$ cat src/verilog/sfc_defines.svh
`ifndef SFC_DEFINES_SVH
`define SFC_DEFINES_SVH

// ==========================================================
// Opcodes sent to the flash
// ==========================================================
`define SFC_OP_WRITE_UNLOCK 8'h06
`define SFC_OP_WRITE_LOCK 8'h04
`define SFC_OP_READ_IDENT 8'h9F
`define SFC_OP_STATUS_READ 8'h05
`define SFC_OP_STATUS_WRITE 8'h01
`define SFC_OP_READ 8'h03
`define SFC_OP_QUICK_READ 8'h0B
`define SFC_OP_PAGE_WRITE 8'h02
`define SFC_OP_ZONE_WIPE 8'hD8
`define SFC_OP_WHOLE_WIPE 8'hC7
`define SFC_OP_DEEP_PD 8'hB9
`define SFC_OP_WAKE_SIG 8'hAB

// ==========================================================
// Transaction shapes and status byte layout
// ==========================================================
`define SFC_HDR_PLAIN 3'h1
`define SFC_HDR_ADDR 3'h4
`define SFC_HDR_QUICK 3'h5
`define SFC_ADDR_BYTES 2'h3
`define SFC_DUMMY_BYTE 8'h00
`define SFC_LEN_ONE 9'h001
`define SFC_LEN_ID_MAX 9'h014
`define SFC_LEN_PAGE_MAX 9'h100
`define SFC_LEN_INF 9'h1FF
`define SFC_ST_BUSY_BIT 0
`define SFC_ST_WEL_BIT 1

// ==========================================================
// Timing counts in clk_i cycles
// ==========================================================
`define SFC_SCK_HALF 4
`define SFC_GAP_CYC 4

`endif

$ cat src/verilog/sfc_pkg.sv
package sfc_pkg;

    // ======================================================
    // Controller types
    // ======================================================
    typedef enum logic [2:0] {
        ST_IDLE,
        ST_LOAD,
        ST_SHIFT,
        ST_END,
        ST_DONE
    } sfc_state_t;

    typedef enum logic [1:0] {
        TK_UNLOCK,
        TK_MAIN,
        TK_POLL
    } sfc_kind_t;

    typedef struct packed {
        logic ok;
        logic [2:0] hdr_n;
        logic [1:0] addr_n;
        logic rd;
        logic modify;
        logic [8:0] len_min;
        logic [8:0] len_max;
    } sfc_shape_t;

    typedef struct packed {
        sfc_state_t st;
        sfc_kind_t kind;
        logic [7:0] op;
        logic [23:0] addr;
        logic [2:0] hdr_n;
        logic [1:0] addr_n;
        logic rd;
        logic modify;
        logic poll;
        logic [8:0] len;
        logic [9:0] idx;
        logic [7:0] sh;
        logic [7:0] rx;
        logic [2:0] bit_cnt;
        logic [3:0] gap;
        logic pd;
        logic unlocked;
        logic cs_n;
        logic sck;
        logic mosi;
        logic wr_ready;
        logic rd_valid;
        logic [7:0] rd_data;
        logic [7:0] status;
        logic done;
        logic err;
        logic busy;
    } sfc_regs_t;

endpackage : sfc_pkg

$ cat src/verilog/sfc_sync.sv
`timescale 1ns/100ps

module sfc_sync #(
    parameter int W = 1
) (
    // Clock and reset
    input wire logic clk_i,
    input wire logic rst_i,
    // Asynchronous level in, synchronised level out
    input wire logic [W-1:0] async_i,
    output logic [W-1:0] sync_o
);
    logic [W-1:0] meta_q;
    logic [W-1:0] sync_q;

    if (W < 1) begin : g_bad_width
        $error("sfc_sync needs W of at least one");
    end

    always_ff @(posedge clk_i or posedge rst_i) begin
        if (rst_i) begin
            meta_q <= '0;
            sync_q <= '0;
        end else begin
            meta_q <= async_i;
            sync_q <= meta_q;
        end
    end

    assign sync_o = sync_q;
endmodule : sfc_sync

$ cat src/verilog/sfc_clkdiv.sv
`timescale 1ns/100ps

module sfc_clkdiv #(
    parameter int HALF = 4
) (
    // Clock and reset
    input wire logic clk_i,
    input wire logic rst_i,
    // Run request and half-period tick
    input wire logic run_i,
    output logic tick_o
);
    localparam int W = (HALF < 2) ? 1 : $clog2(HALF);
    logic [W-1:0] cnt_q;

    if (HALF < 2) begin : g_bad_half
        $error("sfc_clkdiv needs HALF of at least two");
    end

    // The count restarts whenever the engine pauses, so every phase
    // lasts at least HALF cycles.
    assign tick_o = run_i && (cnt_q == W'(HALF - 1));

    always_ff @(posedge clk_i or posedge rst_i) begin
        if (rst_i) begin
            cnt_q <= '0;
        end else if (!run_i || tick_o) begin
            cnt_q <= '0;
        end else begin
            cnt_q <= cnt_q + W'(1);
        end
    end
endmodule : sfc_clkdiv

$ cat src/verilog/sfc_host.sv
`timescale 1ns/100ps
`include "sfc_defines.svh"

module sfc_host #(
    parameter int SCK_HALF = `SFC_SCK_HALF,
    parameter int GAP_CYC = `SFC_GAP_CYC
) (
    // Clock and reset
    input wire logic clk_i,
    input wire logic rst_i,
    // Command request
    input wire logic cmd_valid_i,
    input wire logic [7:0] cmd_op_i,
    input wire logic [23:0] cmd_addr_i,
    input wire logic [8:0] cmd_len_i,
    input wire logic poll_en_i,
    // Write data stream
    input wire logic [7:0] wr_data_i,
    input wire logic wr_valid_i,
    output logic wr_ready_o,
    // Read data stream
    output logic [7:0] rd_data_o,
    output logic rd_valid_o,
    // Command status
    output logic busy_o,
    output logic done_o,
    output logic err_o,
    output logic [7:0] status_o,
    output logic power_down_o,
    // Serial link
    output logic spi_cs_n_o,
    output logic spi_sck_o,
    output logic spi_mosi_o,
    input wire logic spi_miso_i
);
    import sfc_pkg::*;

    localparam int GAP_LIM = 24;
    localparam sfc_regs_t REGS_RST = '{
        st: ST_IDLE,
        kind: TK_UNLOCK,
        cs_n: 1'b1,
        default: '0
    };

    if (SCK_HALF < 3 || GAP_CYC < 1 || GAP_CYC > 15) begin : g_bad_par
        $error("sfc_host needs SCK_HALF >= 3 and GAP_CYC in 1..15");
    end

    // ======================================================
    // Command decoding
    // ======================================================
    function automatic sfc_shape_t decode(input logic [7:0] op,
                                          input logic [8:0] len);
        sfc_shape_t s;
        s = '0;
        s.hdr_n = `SFC_HDR_PLAIN;
        case (op)
            `SFC_OP_WRITE_UNLOCK, `SFC_OP_WRITE_LOCK, `SFC_OP_DEEP_PD: begin
                s.ok = 1'b1;
            end
            `SFC_OP_WHOLE_WIPE: begin
                s.ok = 1'b1;
                s.modify = 1'b1;
            end
            `SFC_OP_ZONE_WIPE: begin
                s.ok = 1'b1;
                s.modify = 1'b1;
                s.hdr_n = `SFC_HDR_ADDR;
                s.addr_n = `SFC_ADDR_BYTES;
            end
            `SFC_OP_READ_IDENT: begin
                s.ok = 1'b1;
                s.rd = 1'b1;
                s.len_min = `SFC_LEN_ONE;
                s.len_max = `SFC_LEN_ID_MAX;
            end
            `SFC_OP_STATUS_READ: begin
                s.ok = 1'b1;
                s.rd = 1'b1;
                s.len_min = `SFC_LEN_ONE;
                s.len_max = `SFC_LEN_INF;
            end
            `SFC_OP_STATUS_WRITE: begin
                s.ok = 1'b1;
                s.modify = 1'b1;
                s.len_min = `SFC_LEN_ONE;
                s.len_max = `SFC_LEN_ONE;
            end
            `SFC_OP_READ, `SFC_OP_QUICK_READ: begin
                s.ok = 1'b1;
                s.rd = 1'b1;
                s.hdr_n = (op == `SFC_OP_READ) ? `SFC_HDR_ADDR : `SFC_HDR_QUICK;
                s.addr_n = `SFC_ADDR_BYTES;
                s.len_min = `SFC_LEN_ONE;
                s.len_max = `SFC_LEN_INF;
            end
            `SFC_OP_PAGE_WRITE: begin
                s.ok = 1'b1;
                s.modify = 1'b1;
                s.hdr_n = `SFC_HDR_ADDR;
                s.addr_n = `SFC_ADDR_BYTES;
                s.len_min = `SFC_LEN_ONE;
                s.len_max = `SFC_LEN_PAGE_MAX;
            end
            `SFC_OP_WAKE_SIG: begin
                // A plain wake has no dummies; a signature read has three.
                s.ok = 1'b1;
                s.rd = 1'b1;
                s.hdr_n = (len == 9'h000) ? `SFC_HDR_PLAIN : `SFC_HDR_ADDR;
                s.len_max = `SFC_LEN_INF;
            end
            default: begin
                s.ok = 1'b0;
            end
        endcase
        s.ok = s.ok && (len >= s.len_min) && (len <= s.len_max);
        return s;
    endfunction : decode

    // ======================================================
    // State and helpers
    // ======================================================
    sfc_regs_t q;
    sfc_regs_t d;
    sfc_shape_t shape;
    logic tick;
    logic miso_s;
    logic [7:0] cur_op;
    logic [2:0] cur_hdr;
    logic [9:0] cur_total;
    logic [7:0] rxn;
    logic [7:0] next_byte;
    logic in_hdr;

    sfc_sync #(.W(1)) u_miso_sync (
        .clk_i(clk_i),
        .rst_i(rst_i),
        .async_i(spi_miso_i),
        .sync_o(miso_s)
    );

    sfc_clkdiv #(.HALF(SCK_HALF)) u_sck_div (
        .clk_i(clk_i),
        .rst_i(rst_i),
        .run_i(q.st == ST_SHIFT),
        .tick_o(tick)
    );

    assign shape = decode(cmd_op_i, cmd_len_i);
    assign cur_op = (q.kind == TK_UNLOCK) ? `SFC_OP_WRITE_UNLOCK :
                    (q.kind == TK_POLL) ? `SFC_OP_STATUS_READ : q.op;
    assign cur_hdr = (q.kind == TK_MAIN) ? q.hdr_n : `SFC_HDR_PLAIN;
    assign cur_total = (q.kind == TK_UNLOCK) ? 10'h001 :
                       ({7'h00, q.hdr_n} + {1'b0, q.len});
    assign in_hdr = q.idx < {7'h00, cur_hdr};
    // Sampling at the end of the high phase lets the synchroniser
    // delay land inside the window where the flash holds its bit.
    assign rxn = {q.rx[6:0], miso_s};

    always_comb begin
        next_byte = `SFC_DUMMY_BYTE;
        if (q.idx == 10'h000) begin
            next_byte = cur_op;
        end else if (q.kind == TK_MAIN && q.idx <= {8'h00, q.addr_n}) begin
            unique case (q.idx[1:0])
                2'h1: next_byte = q.addr[23:16];
                2'h2: next_byte = q.addr[15:8];
                default: next_byte = q.addr[7:0];
            endcase
        end
    end

    // ======================================================
    // Sequencer
    // ======================================================
    always_comb begin
        d = q;
        d.rd_valid = 1'b0;
        d.done = 1'b0;
        d.err = 1'b0;
        unique case (q.st)
            ST_IDLE: begin
                if (cmd_valid_i) begin
                    if (!shape.ok || (shape.modify && q.pd)) begin
                        d.err = 1'b1;
                    end else begin
                        d.op = cmd_op_i;
                        d.addr = cmd_addr_i;
                        d.hdr_n = shape.hdr_n;
                        d.addr_n = shape.addr_n;
                        d.rd = shape.rd;
                        d.modify = shape.modify;
                        d.poll = poll_en_i;
                        d.len = cmd_len_i;
                        d.idx = 10'h000;
                        d.busy = 1'b1;
                        d.kind = shape.modify ? TK_UNLOCK : TK_MAIN;
                        d.st = ST_LOAD;
                    end
                end
            end
            ST_LOAD: begin
                if (q.kind != TK_POLL && q.idx == cur_total) begin
                    d.cs_n = 1'b1;
                    d.gap = 4'h0;
                    d.st = ST_END;
                end else if (in_hdr || q.rd || q.kind == TK_POLL ||
                             (q.wr_ready && wr_valid_i)) begin
                    d.sh = (in_hdr || q.rd || q.kind == TK_POLL) ?
                           next_byte : wr_data_i;
                    d.mosi = d.sh[7];
                    d.wr_ready = 1'b0;
                    d.cs_n = 1'b0;
                    d.bit_cnt = 3'h0;
                    d.st = ST_SHIFT;
                    if (q.kind == TK_MAIN && q.idx == 10'h000) begin
                        d.unlocked = 1'b0;
                    end
                end else begin
                    // Holding the clock low stalls the flash without harm.
                    d.wr_ready = 1'b1;
                end
            end
            ST_SHIFT: begin
                if (tick && !q.sck) begin
                    d.sck = 1'b1;
                end else if (tick) begin
                    d.sck = 1'b0;
                    d.rx = rxn;
                    d.sh = {q.sh[6:0], 1'b0};
                    d.mosi = q.sh[6];
                    d.bit_cnt = q.bit_cnt + 3'h1;
                    if (q.bit_cnt == 3'h7) begin
                        d.st = ST_LOAD;
                        d.idx = (q.kind == TK_POLL && q.idx != 10'h000) ?
                                q.idx : q.idx + 10'h001;
                        if (!in_hdr && q.kind == TK_POLL) begin
                            d.status = rxn;
                            if (!rxn[`SFC_ST_BUSY_BIT]) begin
                                d.cs_n = 1'b1;
                                d.gap = 4'h0;
                                d.st = ST_END;
                            end
                        end else if (!in_hdr && q.rd) begin
                            d.rd_valid = 1'b1;
                            d.rd_data = rxn;
                            if (q.op == `SFC_OP_STATUS_READ) begin
                                d.status = rxn;
                            end
                        end
                    end
                end
            end
            ST_END: begin
                d.sck = 1'b0;
                d.cs_n = 1'b1;
                d.gap = q.gap + 4'h1;
                if (q.gap == 4'(GAP_CYC - 1)) begin
                    d.idx = 10'h000;
                    d.st = ST_DONE;
                    if (q.kind == TK_UNLOCK) begin
                        d.kind = TK_MAIN;
                        d.unlocked = 1'b1;
                        d.st = ST_LOAD;
                    end else if (q.kind == TK_MAIN && q.modify && q.poll) begin
                        d.kind = TK_POLL;
                        d.st = ST_LOAD;
                    end
                end
            end
            ST_DONE: begin
                d.done = 1'b1;
                d.busy = 1'b0;
                if (q.op == `SFC_OP_DEEP_PD) begin
                    d.pd = 1'b1;
                end else if (q.op == `SFC_OP_WAKE_SIG) begin
                    d.pd = 1'b0;
                end
                d.st = ST_IDLE;
            end
        endcase
    end

    always_ff @(posedge clk_i or posedge rst_i) begin
        if (rst_i) begin
            q <= REGS_RST;
        end else begin
            q <= d;
        end
    end

    assign wr_ready_o = q.wr_ready;
    assign rd_data_o = q.rd_data;
    assign rd_valid_o = q.rd_valid;
    assign busy_o = q.busy;
    assign done_o = q.done;
    assign err_o = q.err;
    assign status_o = q.status;
    assign power_down_o = q.pd;
    assign spi_cs_n_o = q.cs_n;
    assign spi_sck_o = q.sck;
    assign spi_mosi_o = q.mosi;
endmodule : sfc_host

$ cat config.mk
export PLATFORM = sky130hd
export DESIGN_NAME = sfc_host
export DESIGN_NICKNAME = d
export VERILOG_FILES = /design/src/verilog/sfc_pkg.sv /design/src/verilog/sfc_sync.sv /design/src/verilog/sfc_clkdiv.sv /design/src/verilog/sfc_host.sv
export VERILOG_INCLUDE_DIRS = /design/src /design/src/verilog
export SDC_FILE = /design/constraint.sdc
export NUM_CORES = 1
export LEC_CHECK = 0
export BUFFER_PORTS_ARGS = -buffer_cell sky130_fd_sc_hd__buf_2
export CORE_AREA = 2 2 112 114
export DETAILED_ROUTE_END_ITERATION = 10
export DIE_AREA = 0 0 114 116
export HOLD_SLACK_MARGIN = 0.02
export PLACE_DENSITY = 0.84
export RECOVER_POWER = 25
export SLEW_MARGIN = 20
export SYNTH_ARGS = -nofsm -noshare
export SYNTH_HDL_FRONTEND = slang
export SYNTH_SLANG_ARGS = --single-unit
$ cat constraint.sdc
create_clock -name clk_i -period 3.7 [get_ports clk_i]
set_input_delay 0.74 -clock clk_i [delete_from_list [all_inputs] [get_ports clk_i]]
set_output_delay 0.74 -clock clk_i [all_outputs]
set_load 0.005 [all_outputs]
[Yosys cells after proc, flatten, opt, wreduce, memory -nomap -nowiden]
Cells that the tools add are included.
Storage, ports and cells
  flip-flop bits (word level): 115
  bits in read-only memories: 0
  RAM bits: 0
  logic and storage cells: 224
  input port bits: 55
  output and inout port bits: 25
  memories: 0
  bits in latches: 0
Cells by class
  multiply operators: 0
  bitwise logic cells: 4
  shifts and indexed selects: 0
  div/mod/pow operators: 0
  muxes and demuxes: 81
  add/subtract/negate cells: 5
  $lt $le $gt $ge: 4
  eq/ne operators: 43
  reductions and logical operators: 58
Operator list (count)
  64-bit two-way mux: 2
  17-bit two-way mux: 5
  33-bit two-way mux: 2
  8-bit == test (second input constant): 7
  8-bit two-way mux: 7
  10-bit two-way mux: 4
  9-bit case mux with 4 select lines: 1
  8-bit by 3-bit == test with 1-bit output (second input constant): 4
  3-bit two-way mux: 10
  10-bit case mux with 3 select lines: 1
  2-bit inequality test (second input constant): 13
  1-bit two-way mux: 22
  7-bit AND reduction: 3
  8-bit by 2-bit == test with 1-bit output (second input constant): 2
  4-bit two-way mux: 4
  8-bit case mux with 2 select lines: 1
  5-bit two-way mux: 3
  3-bit case mux with 5 select lines: 1
  7-bit two-way mux: 2
  7-bit case mux with 2 select lines: 1
  2-bit nonzero test: 7
  1-bit logical AND: 13
  2-bit two-way mux: 6
  4-bit case mux with 3 select lines: 1
  44 further kinds: 73

[Longest topological paths before layout]
Gate-level depths: netlist (run 1).
  depth after elaboration: 11
  depth in mapped cells: 15
  depth with buffers taken out: 12

[Hierarchy]
Synthesis (run 1) repeated with hierarchy kept, for this count alone.
Second synthesis, totals
  cells, all modules: 624
  area, all modules: 6314.8 µm²
Modules (own cells, without submodules)
  sfc_host: instances 1, area each 6165.9 µm², seq. area each 2703.8 µm², cells an instance 614
  sfc_clkdiv: instances 1, area each 95.1 µm², seq. area each 50.0 µm², cells an instance 7
  sfc_sync: instances 1, area each 53.8 µm², seq. area each 50.0 µm², cells an instance 3

[Least setup slack after synthesis (run 1)]
Ideal clock, no wire load.
  kind: in2reg
  start: input cmd_op_i[1]
  end: register q[51] (netlist bit)
  arrival time: 3.524 ns
  data required time: 3.561 ns
  cell stages on the path: 14
  setup time: 0.139 ns
  buffers on the path: 2
  path slack: 0.037 ns
  path through: clkbuf_2 > or3b_2 > a211oi_1 > a31oi_1 > ha_1 > nor2b_1 > o21a_1 > o211ai_1 > and3_1 > and4_1 > o21bai_1 > buf_2 > o21ai_0 > o21ai_0
Between the ends
  word-level cells in the longest chain between the ends: 10
  elaborated cells on any way between the ends: 29
  classes of those cells: 2 x order compare; 13 x eq/ne; 4 x mux; 10 x reduce/logical
RTL lines
  start, declared: RTL line sfc_host.sv:13  | input wire logic [7:0] cmd_op_i,
  8-bit by 2-bit == test with 1-bit output (tied with other cells): RTL line sfc_host.sv:58  | case (op)
  6-bit OR reduction (no source line)
  1-bit two-way mux: RTL line sfc_host.sv:58
  9-bit greater-or-equal comparator: RTL line sfc_host.sv:117  | s.ok = s.ok && (len >= s.len_min) && (len <= s.len_max);
  1-bit logical AND (2 in a row): RTL line sfc_host.sv:117
  1-bit logical NOT: RTL line sfc_host.sv:185  | if (!shape.ok || (shape.modify && q.pd)) begin
  1-bit logical OR *: RTL line sfc_host.sv:185
  2-bit inequality test (no source line) *
  8-bit AND reduction (no source line) *
  end signal, assigned: RTL line sfc_host.sv:287  | q <= REGS_RST;
  end signal, assigned: RTL line sfc_host.sv:289  | q <= d;
  end, declared: RTL line sfc_host.sv:124  | sfc_regs_t q;
Every way passes the cells marked *; elsewhere a longest branch is shown, timed or not.
A chain may end at the register's enable or synchronous reset.

[Worst setup path in the final report (run 1)]
  start: input cmd_op_i[2]
  end: register q[110] (netlist bit)
Between the ends
  word-level cells in the longest chain between the ends: 10
  elaborated cells on any way between the ends: 29
  classes of those cells: 2 x order compare; 13 x eq/ne; 4 x mux; 10 x reduce/logical
RTL lines (RTL line)
  8-bit by 2-bit == test with 1-bit output (tied with other cells): sfc_host.sv:58
  6-bit OR reduction (no source line)
  1-bit two-way mux: sfc_host.sv:58
  9-bit greater-or-equal comparator: sfc_host.sv:117
  1-bit logical AND (2 in a row): sfc_host.sv:117
  1-bit logical NOT: sfc_host.sv:185
  1-bit logical OR *: sfc_host.sv:185
  2-bit inequality test (no source line) *
  7-bit AND reduction (no source line) *
Marks and branches as above.

==> impl_metrics.ini, run 1 <==
[final_layout]
stdcell_count = 885
fin_nets = 813
diodes = 0
fillCellCount = 986
drive_above_1_share = 0.236
area_delta_synth_final_pct = 13.6
multi_input_area_um2 = 3150
seqCellArea_um2 = 2800

[timing]
holdWs_ps = 350
rsz0062_at_grt = no
layout_min_cycle_time_ps = 3510
fin_crit_sh = 0.948
worst_slew_pin_slew_ps = 2350
fin_skew_ps = 9.87
setup_viol = 0
max_freq_mhz = 285
tns_ps = 0
hold_violations = 0
slew_headroom = -0.565
finalWorstSetupSlack_ps = 194
final_max_slew_viol_count = 61

[setup_path]
start_kind = input pin
critPathKind = input pin to flip-flop
cp_num_buf_inv = 1
path_max_fanout = 5
critical_path.max_stage_delay_ps = 480
critical-path-slowest-cell = or3b_2
cpMostUsedCell = nand4_1
cp-end-kind = flip-flop
crit_arrival_ps = 3750
crit_required_ps = 3940
path_cells = buf_2 > or3b_2 > a211oi_1 > a31oi_1 > ha_1 > nand4_1 > o31ai_1 > nand4_1 > and2b_1 > o21ai_0 > a21oi_1 > mux2_2
cp_top_family = compound AO/OA/AOI/OAI gates

[clock_tree]
clockBufferDepth = 2
clk_pin_slew_ps = 70
cts_max_level = 3
cts_made_buffers = 9
cts_tree = built
cts-root-buf = clkbuf_16
cts.sinks = 112
clock_latency_ps = 350

[grt]
grt.busiest_layer = met2
grt.met2_usage = 0.406
grt_max_degree = 62
grt_use_total = 0.236
antenna_found_initial = 0
groute.layer.met1.usage = 0.306
grt_pass1_wl_mm = 25.0
grt_pass1_vias = 5212
use_met3 = 0.0397
gr-total-overflow = 0

[status]
status = finished, violations left
violations = max-capacitance violations, max-slew violations

[pwr]
p_total_uw = 2340
pwr-share-clk = 0.422
seq_power_share = 0.528
p_leak_uw = 0.00361
p_switching_uw = 530
p_per_area_nw_per_um2 = 328
power.internal_uw = 1810
pwr-share-comb = 0.050
swShare = 0.227
vdd_ir_drop_max_mv = 0.228

[routing]
routed_wl_mm = 15.1
wl_per_cell_um = 17.0
drc = 0
dr_total_vias = 5258
first_pass_iters = 5
ant_nets = 0
first_iter_violations = 392
viasPerCell = 5.94

[synthesis]
synth_edf_count = 0
synth_simple_gate_area_share = 0.202
synth_fa_ha_area_frac = 0.0497
synth-compound-area-share = 0.148
synthCells = 667
avgSynthCellArea_um2 = 9.40
synth_top_area_share = 0.443
synth-xor-area-share = 0.0196
yosys-top-cells-area = dfrtp_1 44%, nand2_1 8.0%, ha_1 4.8%
yosysUniqueCellTypes = 69
async_reset_ff_frac = 1.00
syn_nets = 746
yosys.area.top_type = dfrtp_1
synth_top_family_by_area = simple AND/OR/NAND/NOR gates
yosysWarnings = 0
ys_seq_elements = 112
ys_seq_area_frac = 0.447
synth_mux_area_frac = 0.0786
synth_ff_type = dfrtp_1
syn_area_um2 = 6270

[floorplanning]
die_area_um2 = 13200
rows = 40
io_pins = 80
die_h_um = 116
die_w_um = 114
core_area_um2 = 11900
start_util = 0.526

[place]
place_ws_ps = -419
io_buffers = 79
dp.cells = 870
gp_congestion = 0.877
hpwl_mm = 11.1

[flow_run]
drv_cap = 1

[hold_path]
min_path_type = flip-flop to flip-flop
[flip-flops by register name (all words and copies together) (netlist names), 2 cells and up]
name,count
status_o,8
rd_data_o,8
u_sck_div.cnt_q,2
q,83
[synth_stat cells, types with 5 or more instances]
library cell and number:
a31oi_1 8, nor3_1 6, o21ai_1 8, and3_1 11, a21oi_1 29, nand3_1 8
dfrtp_1 111, o21ai_0 32, nor4_1 5, a21o_1 7, clkbuf_1 18, nand2b_1 11
nand4_1 5, mux2_4 10, or3_1 5, mux2i_1 5, inv_1 19, a211oi_1 13
nor2b_1 7, buf_2 9, a22oi_1 10, nand2_1 134, ha_1 24, mux2_2 26
xor2_1 8, o31ai_1 5, buf_4 17, xnor2_1 6, nor2_1 40
[metrics by stage]
stage,instance area [um^2],utilization
2_1_floorplan,6270,-
3_3_place_gp,6810,0.572
3_5_place_dp,6810,0.572
4_1_cts,7110,0.597
5_1_grt,7130,0.598
6_report,7130,0.598
[worst reg2reg max path, cell delays in order, from the launching register on]
cell	delay, ps
dfrtp_1	420
ha_1	390
a31oi_2	180
nor4_1	380
xor2_1	110
or3_1	380
nor4_1	490
nand2_1	190
a21oi_1	380
buf_4	260
mux2i_1	210
[final timing paths]
path	from	endpoint	slack, ps	depth (start not counted)
setup reg to reg	q[75]	spi_mosi_o	230	10
hold / removal	u_miso_sync.meta_q	u_miso_sync.sync_o	350	0
min in group asynchronous	rst_i	rd_valid_o	1190	2
setup / recovery	cmd_op_i[2]	q[110]	190	12
hold reg to reg	u_miso_sync.meta_q	u_miso_sync.sync_o	350	0
max in group asynchronous	rst_i	q[69]	1170	2
[power by group through the flow]
| stage | Clock (uW) | Sequential, uW | Combinational (uW) |
|---|---|---|---|
| finish | 987 | 1230 | 117 |
| global route | 1040 | 1230 | 132 |
| CTS | 993 | 1230 | 117 |
| detailed placement | 0 | 1260 | 117 |
| global placement | 0 | 1260 | 111 |
| floorplan | 0 | 1260 | 56.7 |
[what timing repair did]
action                                  in CTS  in global routing
resized for setup                            1                  4
hold buffers                                 0                  0
buffers inserted                             0                  0
endpoints found under the setup margin       5                 11
[routing by layer]
metal / vias to the layer above / wire, um
met5: - / 0
met2: 196 / 7590
li1: 2464 / -
met4: 0 / 312
met1: 2559 / 6440
met3: 39 / 715
[layout make-up]
type,count,area share
flip-flops and latches,112,0.394
clock inverters,5,0.00896
clock buffers,10,0.0321
multi-input cells,488,0.442
well taps,147,0.0258
repair buffers,104,0.0871
inverters,19,0.0100
[cells by family (layout without fill, tap and decap cells)]
family	after synthesis	in the layout
AOI/OAI and AO/OA	143	143
DFF	112	112
and+or+nand+nor	265	265
adders and majority gates	25	25
xor gates and xnor gates	14	14
muxes	41	41
buffers and inverters	67	138
[layout by cell type (no fill, tap or decap), types with 4 or more instances in the layout]
master | synthesis | routed
nand3_1 | 8 | 8
inv_1 | 19 | 19
and3_1 | 11 | 11
o21ai_0 | 32 | 32
o21ai_1 | 8 | 7
a21o_1 | 7 | 7
nor2_1 | 40 | 39
a211oi_1 | 13 | 13
nor4_1 | 5 | 5
buf_4 | 17 | 22
mux2_4 | 10 | 10
nand2_1 | 134 | 134
a31oi_1 | 8 | 7
or3_1 | 5 | 5
a21oi_1 | 29 | 29
a22oi_1 | 10 | 10
o31ai_1 | 5 | 5
ha_1 | 24 | 24
nor2b_1 | 7 | 7
mux2i_1 | 5 | 5
xor2_1 | 8 | 8
nand2b_1 | 11 | 11
xnor2_1 | 6 | 6
o211ai_1 | 4 | 4
nand4_1 | 5 | 5
dfrtp_1 | 111 | 111
clkbuf_16 | 0 | 9
buf_2 | 9 | 79
nor3_1 | 6 | 6
mux2_2 | 26 | 26
Note: power is estimated with default switching activity, not from simulation.
==> run 2, diff against run 1 <==
Settings changed: CORE_AREA 2 2 112 114 to 2 2 157 82, DIE_AREA 0 0 114 116 to 0 0 159 84, MAX_ROUTING_LAYER set to met4.
==> run 2 against run 1 <==
  * The flow still finishes with violations (max-capacitance violations, max-slew violations)
  * Register-to-register slack improved by 150 ps
  * Total power down 1.3%
  * Non-clock buffer count is 7 higher
  * Sequential power hardly changed
==> impl_metrics.ini, run 2 (synthesis gave the netlist of run 1 again) <==
[hold_path]
min_path_type = flip-flop to flip-flop
min-delay-start = u_miso_sync.meta_q

[final_layout]
fin_nets = 820
layout_common_cells = 134 x nand2_1, 111 x dfrtp_1, 79 x buf_2, 39 x nor2_1, 32 x o21ai_0
final_util = 0.589
seqCellArea_um2 = 2800
diodes = 0
stdcell_count = 916
top_register = q
drive_above_1_share = 0.241
largest_register_ffs = 83
layout_commonest_cell = nand2_1
fillCellCount = 1034
area_delta_synth_final_pct = 14.5
multi_input_area_um2 = 3140

[setup_path]
r2r_start = q[73]
start_kind = input pin
cp-end-kind = flip-flop
crit_arrival_ps = 3670
path_max_fanout = 26
crit_required_ps = 3960
critPathKind = input pin to flip-flop
worstSetupStartpoint = cmd_op_i[4]

[floorplanning]
start_util = 0.514
die_area_um2 = 13400
die_w_um = 159
core_area_um2 = 12200
io_pins = 80
rows = 29
die_h_um = 84

[timing]
fin_crit_sh = 0.920
layout_min_cycle_time_ps = 3410
slew_headroom = -0.488
hold_violations = 0
rsz0062_at_grt = no
final_max_slew_viol_count = 62
fin_skew_ps = 12.0
worst_slew_pin_slew_ps = 2230
max_freq_mhz = 294
setup_viol = 0
holdWs_ps = 350
tns_ps = 0

[status]
violations = max-capacitance violations, max-slew violations
status = finished, violations left

[pwr]
p_leak_uw = 0.00363
vdd_ir_drop_max_mv = 0.206
p_per_area_nw_per_um2 = 321

[place]
hpwl_mm = 11.5
io_buffers = 79
gp_congestion = 0.932
dp.cells = 900

[clock_tree]
cts.sinks = 112
clk_pin_slew_ps = 80
cts_made_buffers = 9
clock_latency_ps = 360
cts_max_level = 3
clockBufferDepth = 2
cts-root-buf = clkbuf_16
cts_tree = built

[routing]
drc = 0
wl_per_cell_um = 16.7
ant_nets = 0
first_iter_violations = 468
routed_wl_mm = 15.3
dr_total_vias = 5230
first_pass_iters = 5
viasPerCell = 5.71

[grt]
grt_max_degree = 62
grt_use_total = 0.244
grt_pass1_vias = 4968
grt_pass1_wl_mm = 25.4
antenna_found_initial = 0
gr-total-overflow = 0

[flow_run]
drv_cap = 1
-- run 2: cell count changes in the layout (fill, tap and decap cells not counted), sizes merged --
cell,delta
buf,+6
clkinvlp,+1
clkbuf,+1
inv,+1
bufinv,-1
-- run 2: timing repair --
item,4_1_cts,5_1_grt
setup endpoints to repair,0,12
gates resized for setup,0,3
hold endpoints to repair,0,0
hold buffers,0,0
buffers inserted,0,0
-- run 2: through the flow --
stage | worst slack, ps | power (uW) | instance area, um^2
after CTS | 30.0 | 2320 | 7180
after global routing | 29.5 | 2390 | 7180
after floorplan | 2.65 | 1310 | 6270
after detailed placement | -343 | 1380 | 6890
final | 295 | 2310 | 7180
after global placement | -231 | 1380 | 6890
-- run 2: critical path: stages --
cell and delay, ps:
buf_2 110, buf_4 120, buf_4 140, nor2b_1 120
and4_1 200, a311oi_1 410, ha_1 350, a21oi_1 150
o221ai_1 140, o31ai_1 100, and3_1 230, buf_4 120
nand3_2 80, buf_4 150, nor2_2 140, buf_12 190
nand2_1 60, o21ai_0 100
-- run 2: cell type report --
| cell class | count | share of cell area |
|---|---|---|
| timing repair buffer | 111 | 0.0932 |
| tap | 170 | 0.0296 |
| clock inverter | 6 | 0.00784 |
| sequential | 112 | 0.390 |
| multi-input combinational | 488 | 0.437 |
| clock buffer | 10 | 0.0319 |
| inverter | 19 | 0.00993 |
-- run 2: metal layers --
metal | wire [um] | global-route usage | up-vias | part of all wire
li1 | - | - | 2479 | -
met1 | 7600 | 0.376 | 2501 | 0.50
met2 | 6330 | 0.338 | 234 | 0.41
met3 | 1240 | 0.0452 | 16 | 0.081
met4 | 128 | 0.0413 | 0 | 0.0084
met5 | 0 | - | - | 0
-- run 2: final timing paths --
path,to,slack [ps],cells after the start
hold reg to reg,u_miso_sync.sync_o,350,0
setup reg to reg,q[27],380,10
setup / recovery,q[104],290,18
max in group asynchronous,q[70],860,3
hold / removal,u_miso_sync.sync_o,350,0
min in group asynchronous,q[86],1120,2
-- run 2: where the power goes --
part           internal [uW]  leakage (uW)  switching (uW)
Clock                    474      0.000138             481
Sequential              1230       0.00151            5.22
Combinational           49.6       0.00199            69.8
Total                   1750       0.00363             556
==> run 3, diff against run 2 <==
Settings changed: CORE_AREA 2 2 157 82 to 2 2 148 78, DIE_AREA 0 0 159 84 to 0 0 150 80, PLACE_DENSITY 0.84 to 0.89.
Clock period 3.7 ns to 4.3 ns, I/O delays scaled along.
==> run 3 against run 2 <==
  * The flow still finishes with violations (max-capacitance violations, max-slew violations)
  * Utilization grew 6.1 points
  * Via count about the same
  * Non-clock buffer count shrank 25
  * Critical endpoint is now q[53]
  * Sequential cell count stayed put
==> impl_metrics.ini, run 3 (synthesis gave the netlist of run 1 again) <==
[setup_path]
crit_required_ps = 4520
reg2reg_setup_slack_ps = 810
rr_endpoint = q[27]
path_max_fanout = 12
start_kind = input pin
critPathKind = input pin to flip-flop
rr_worst_depth = 9
path_cells = buf_2 > or3b_2 > a211oi_1 > a31oi_1 > ha_1 > nand4_1 > o221ai_1 > o31ai_1 > and3_1 > and4_1 > o21ai_1 > nand2b_1 > o21ai_1
cp-end-kind = flip-flop
critical-path-slowest-cell = or3b_2
cpMostUsedCell = o21ai_1
critical_path.max_stage_delay_ps = 530
crit_arrival_ps = 4270
r2r_start = q[75]

[pwr]
seq_power_share = 0.541
p_switching_uw = 467
power.internal_uw = 1500
p_per_area_nw_per_um2 = 283
p_leak_uw = 0.00351
vdd_ir_drop_max_mv = 0.177
p_total_uw = 1960
swShare = 0.238
pwr-share-comb = 0.048
pwr-share-clk = 0.411

[final_layout]
stdcell_count = 865
layout_commonest_cell = nand2_1
top_register = q
seqCellArea_um2 = 2800
drive_above_1_share = 0.214
layout_common_cells = 134 x nand2_1, 111 x dfrtp_1, 79 x buf_2, 39 x nor2_1, 32 x o21ai_0
largest_register_ffs = 83
multi_input_area_um2 = 3130
fin_nets = 795
area_delta_synth_final_pct = 10.6
diodes = 0
fillCellCount = 847

[floorplanning]
core_area_um2 = 10700
die_area_um2 = 12000
start_util = 0.587
rows = 27
die_w_um = 150
die_h_um = 80
io_pins = 80

[routing]
dr_total_vias = 5225
ant_nets = 0
viasPerCell = 6.04
drc = 0
wl_per_cell_um = 17.9
routed_wl_mm = 15.4
first_iter_violations = 451
first_pass_iters = 5

[grt]
grt_pass1_vias = 5076
antenna_found_initial = 0
grt_use_total = 0.276
grt_pass1_wl_mm = 25.0
gr-total-overflow = 0
grt_max_degree = 78

[status]
status = finished, violations left
violations = max-capacitance violations, max-slew violations

[clock_tree]
holdBufCountCts = 0
cts_max_level = 3
clockBufferDepth = 2
clk_pin_slew_ps = 80
cts_made_buffers = 9
cts.sinks = 112
cts_tree = built
clock_latency_ps = 350
cts-root-buf = clkbuf_16

[place]
dp.cells = 850
place_ws_ps = -219
hpwl_mm = 11.4
io_buffers = 79
gp_congestion = 0.893

[timing]
max_freq_mhz = 247
tns_ps = 0
worst_slew_pin_slew_ps = 2780
rsz0062_at_grt = no
finalWorstSetupSlack_ps = 258
fin_crit_sh = 0.940
hold_violations = 0
final_max_slew_viol_count = 78
holdWs_ps = 356
layout_min_cycle_time_ps = 4040
slew_headroom = -0.853
fin_skew_ps = 9.05
setup_viol = 0

[hold_path]
min_path_type = flip-flop to flip-flop
min-delay-start = u_miso_sync.meta_q
hold_end = u_miso_sync.sync_o
hold_path_depth = 0

[flow_run]
drv_cap = 1
==> run 3: cell count changes in the layout (fill, tap and decap cells not counted), sizes merged <==
cell    before  now
clkbuf      11    9
buf        110   86
==> run 3: worst max-delay path: cells and delay by family <==
kind / cells / cell delay (ps)
adder cells (fa/ha/maj): 1 / 380
buffers and inverters: 1 / 160
AND/OR/NAND/NOR: 5 / 1340
AO/OA/AOI/OAI: 6 / 1520
==> run 3: worst max-delay path by stage <==
stage / slack, ps / cells after the start / end / startpoint
detailed placement: -220 / 13 / q[53] / cmd_op_i[2]
floorplan: 480 / 1 / busy_o / rst_i
finish: 260 / 13 / q[53] / cmd_op_i[2]
global placement: 90 / 13 / q[54] / cmd_op_i[2]
global route: 50 / 13 / q[53] / cmd_op_i[2]
CTS: 130 / 13 / q[53] / cmd_op_i[2]
==> run 3: final cells by class <==
cell class / count / area share
multi-input combinational: 488 / 0.451
inverter: 19 / 0.0103
sequential: 112 / 0.404
tap: 145 / 0.0261
clock buffer: 9 / 0.0325
timing repair buffer: 86 / 0.0682
clock inverter: 6 / 0.00757
==> run 3: stage by stage <==
stage,utilization,area [um^2]
floorplan,-,6270
global route,0.650,6940
CTS,0.650,6940
global placement,0.624,6660
detailed placement,0.624,6660
finish,0.650,6940
==> run 3: metal layers <==
layer  part of all wire  global-route usage  wire, um
met1               0.47               0.387      7230
met2               0.45               0.417      6940
met3              0.072              0.0554      1120
met4              0.010              0.0632       158
met5                  0                   -         0
==> run 3: repair_timing <==
item                       CTS  global route
setup endpoints to repair    0             9
setup buffers                0             0
gates resized for setup      0             1
==> run 3: power groups by stage <==
stage	logic, uW	registers (uW)	clock network, uW
5_1_grt	106	1060	857
3_5_place_dp	94.6	1080	0
6_report	94.4	1060	806
4_1_cts	95.2	1060	812
2_1_floorplan	48.8	1080	0
3_3_place_gp	88.9	1080	0
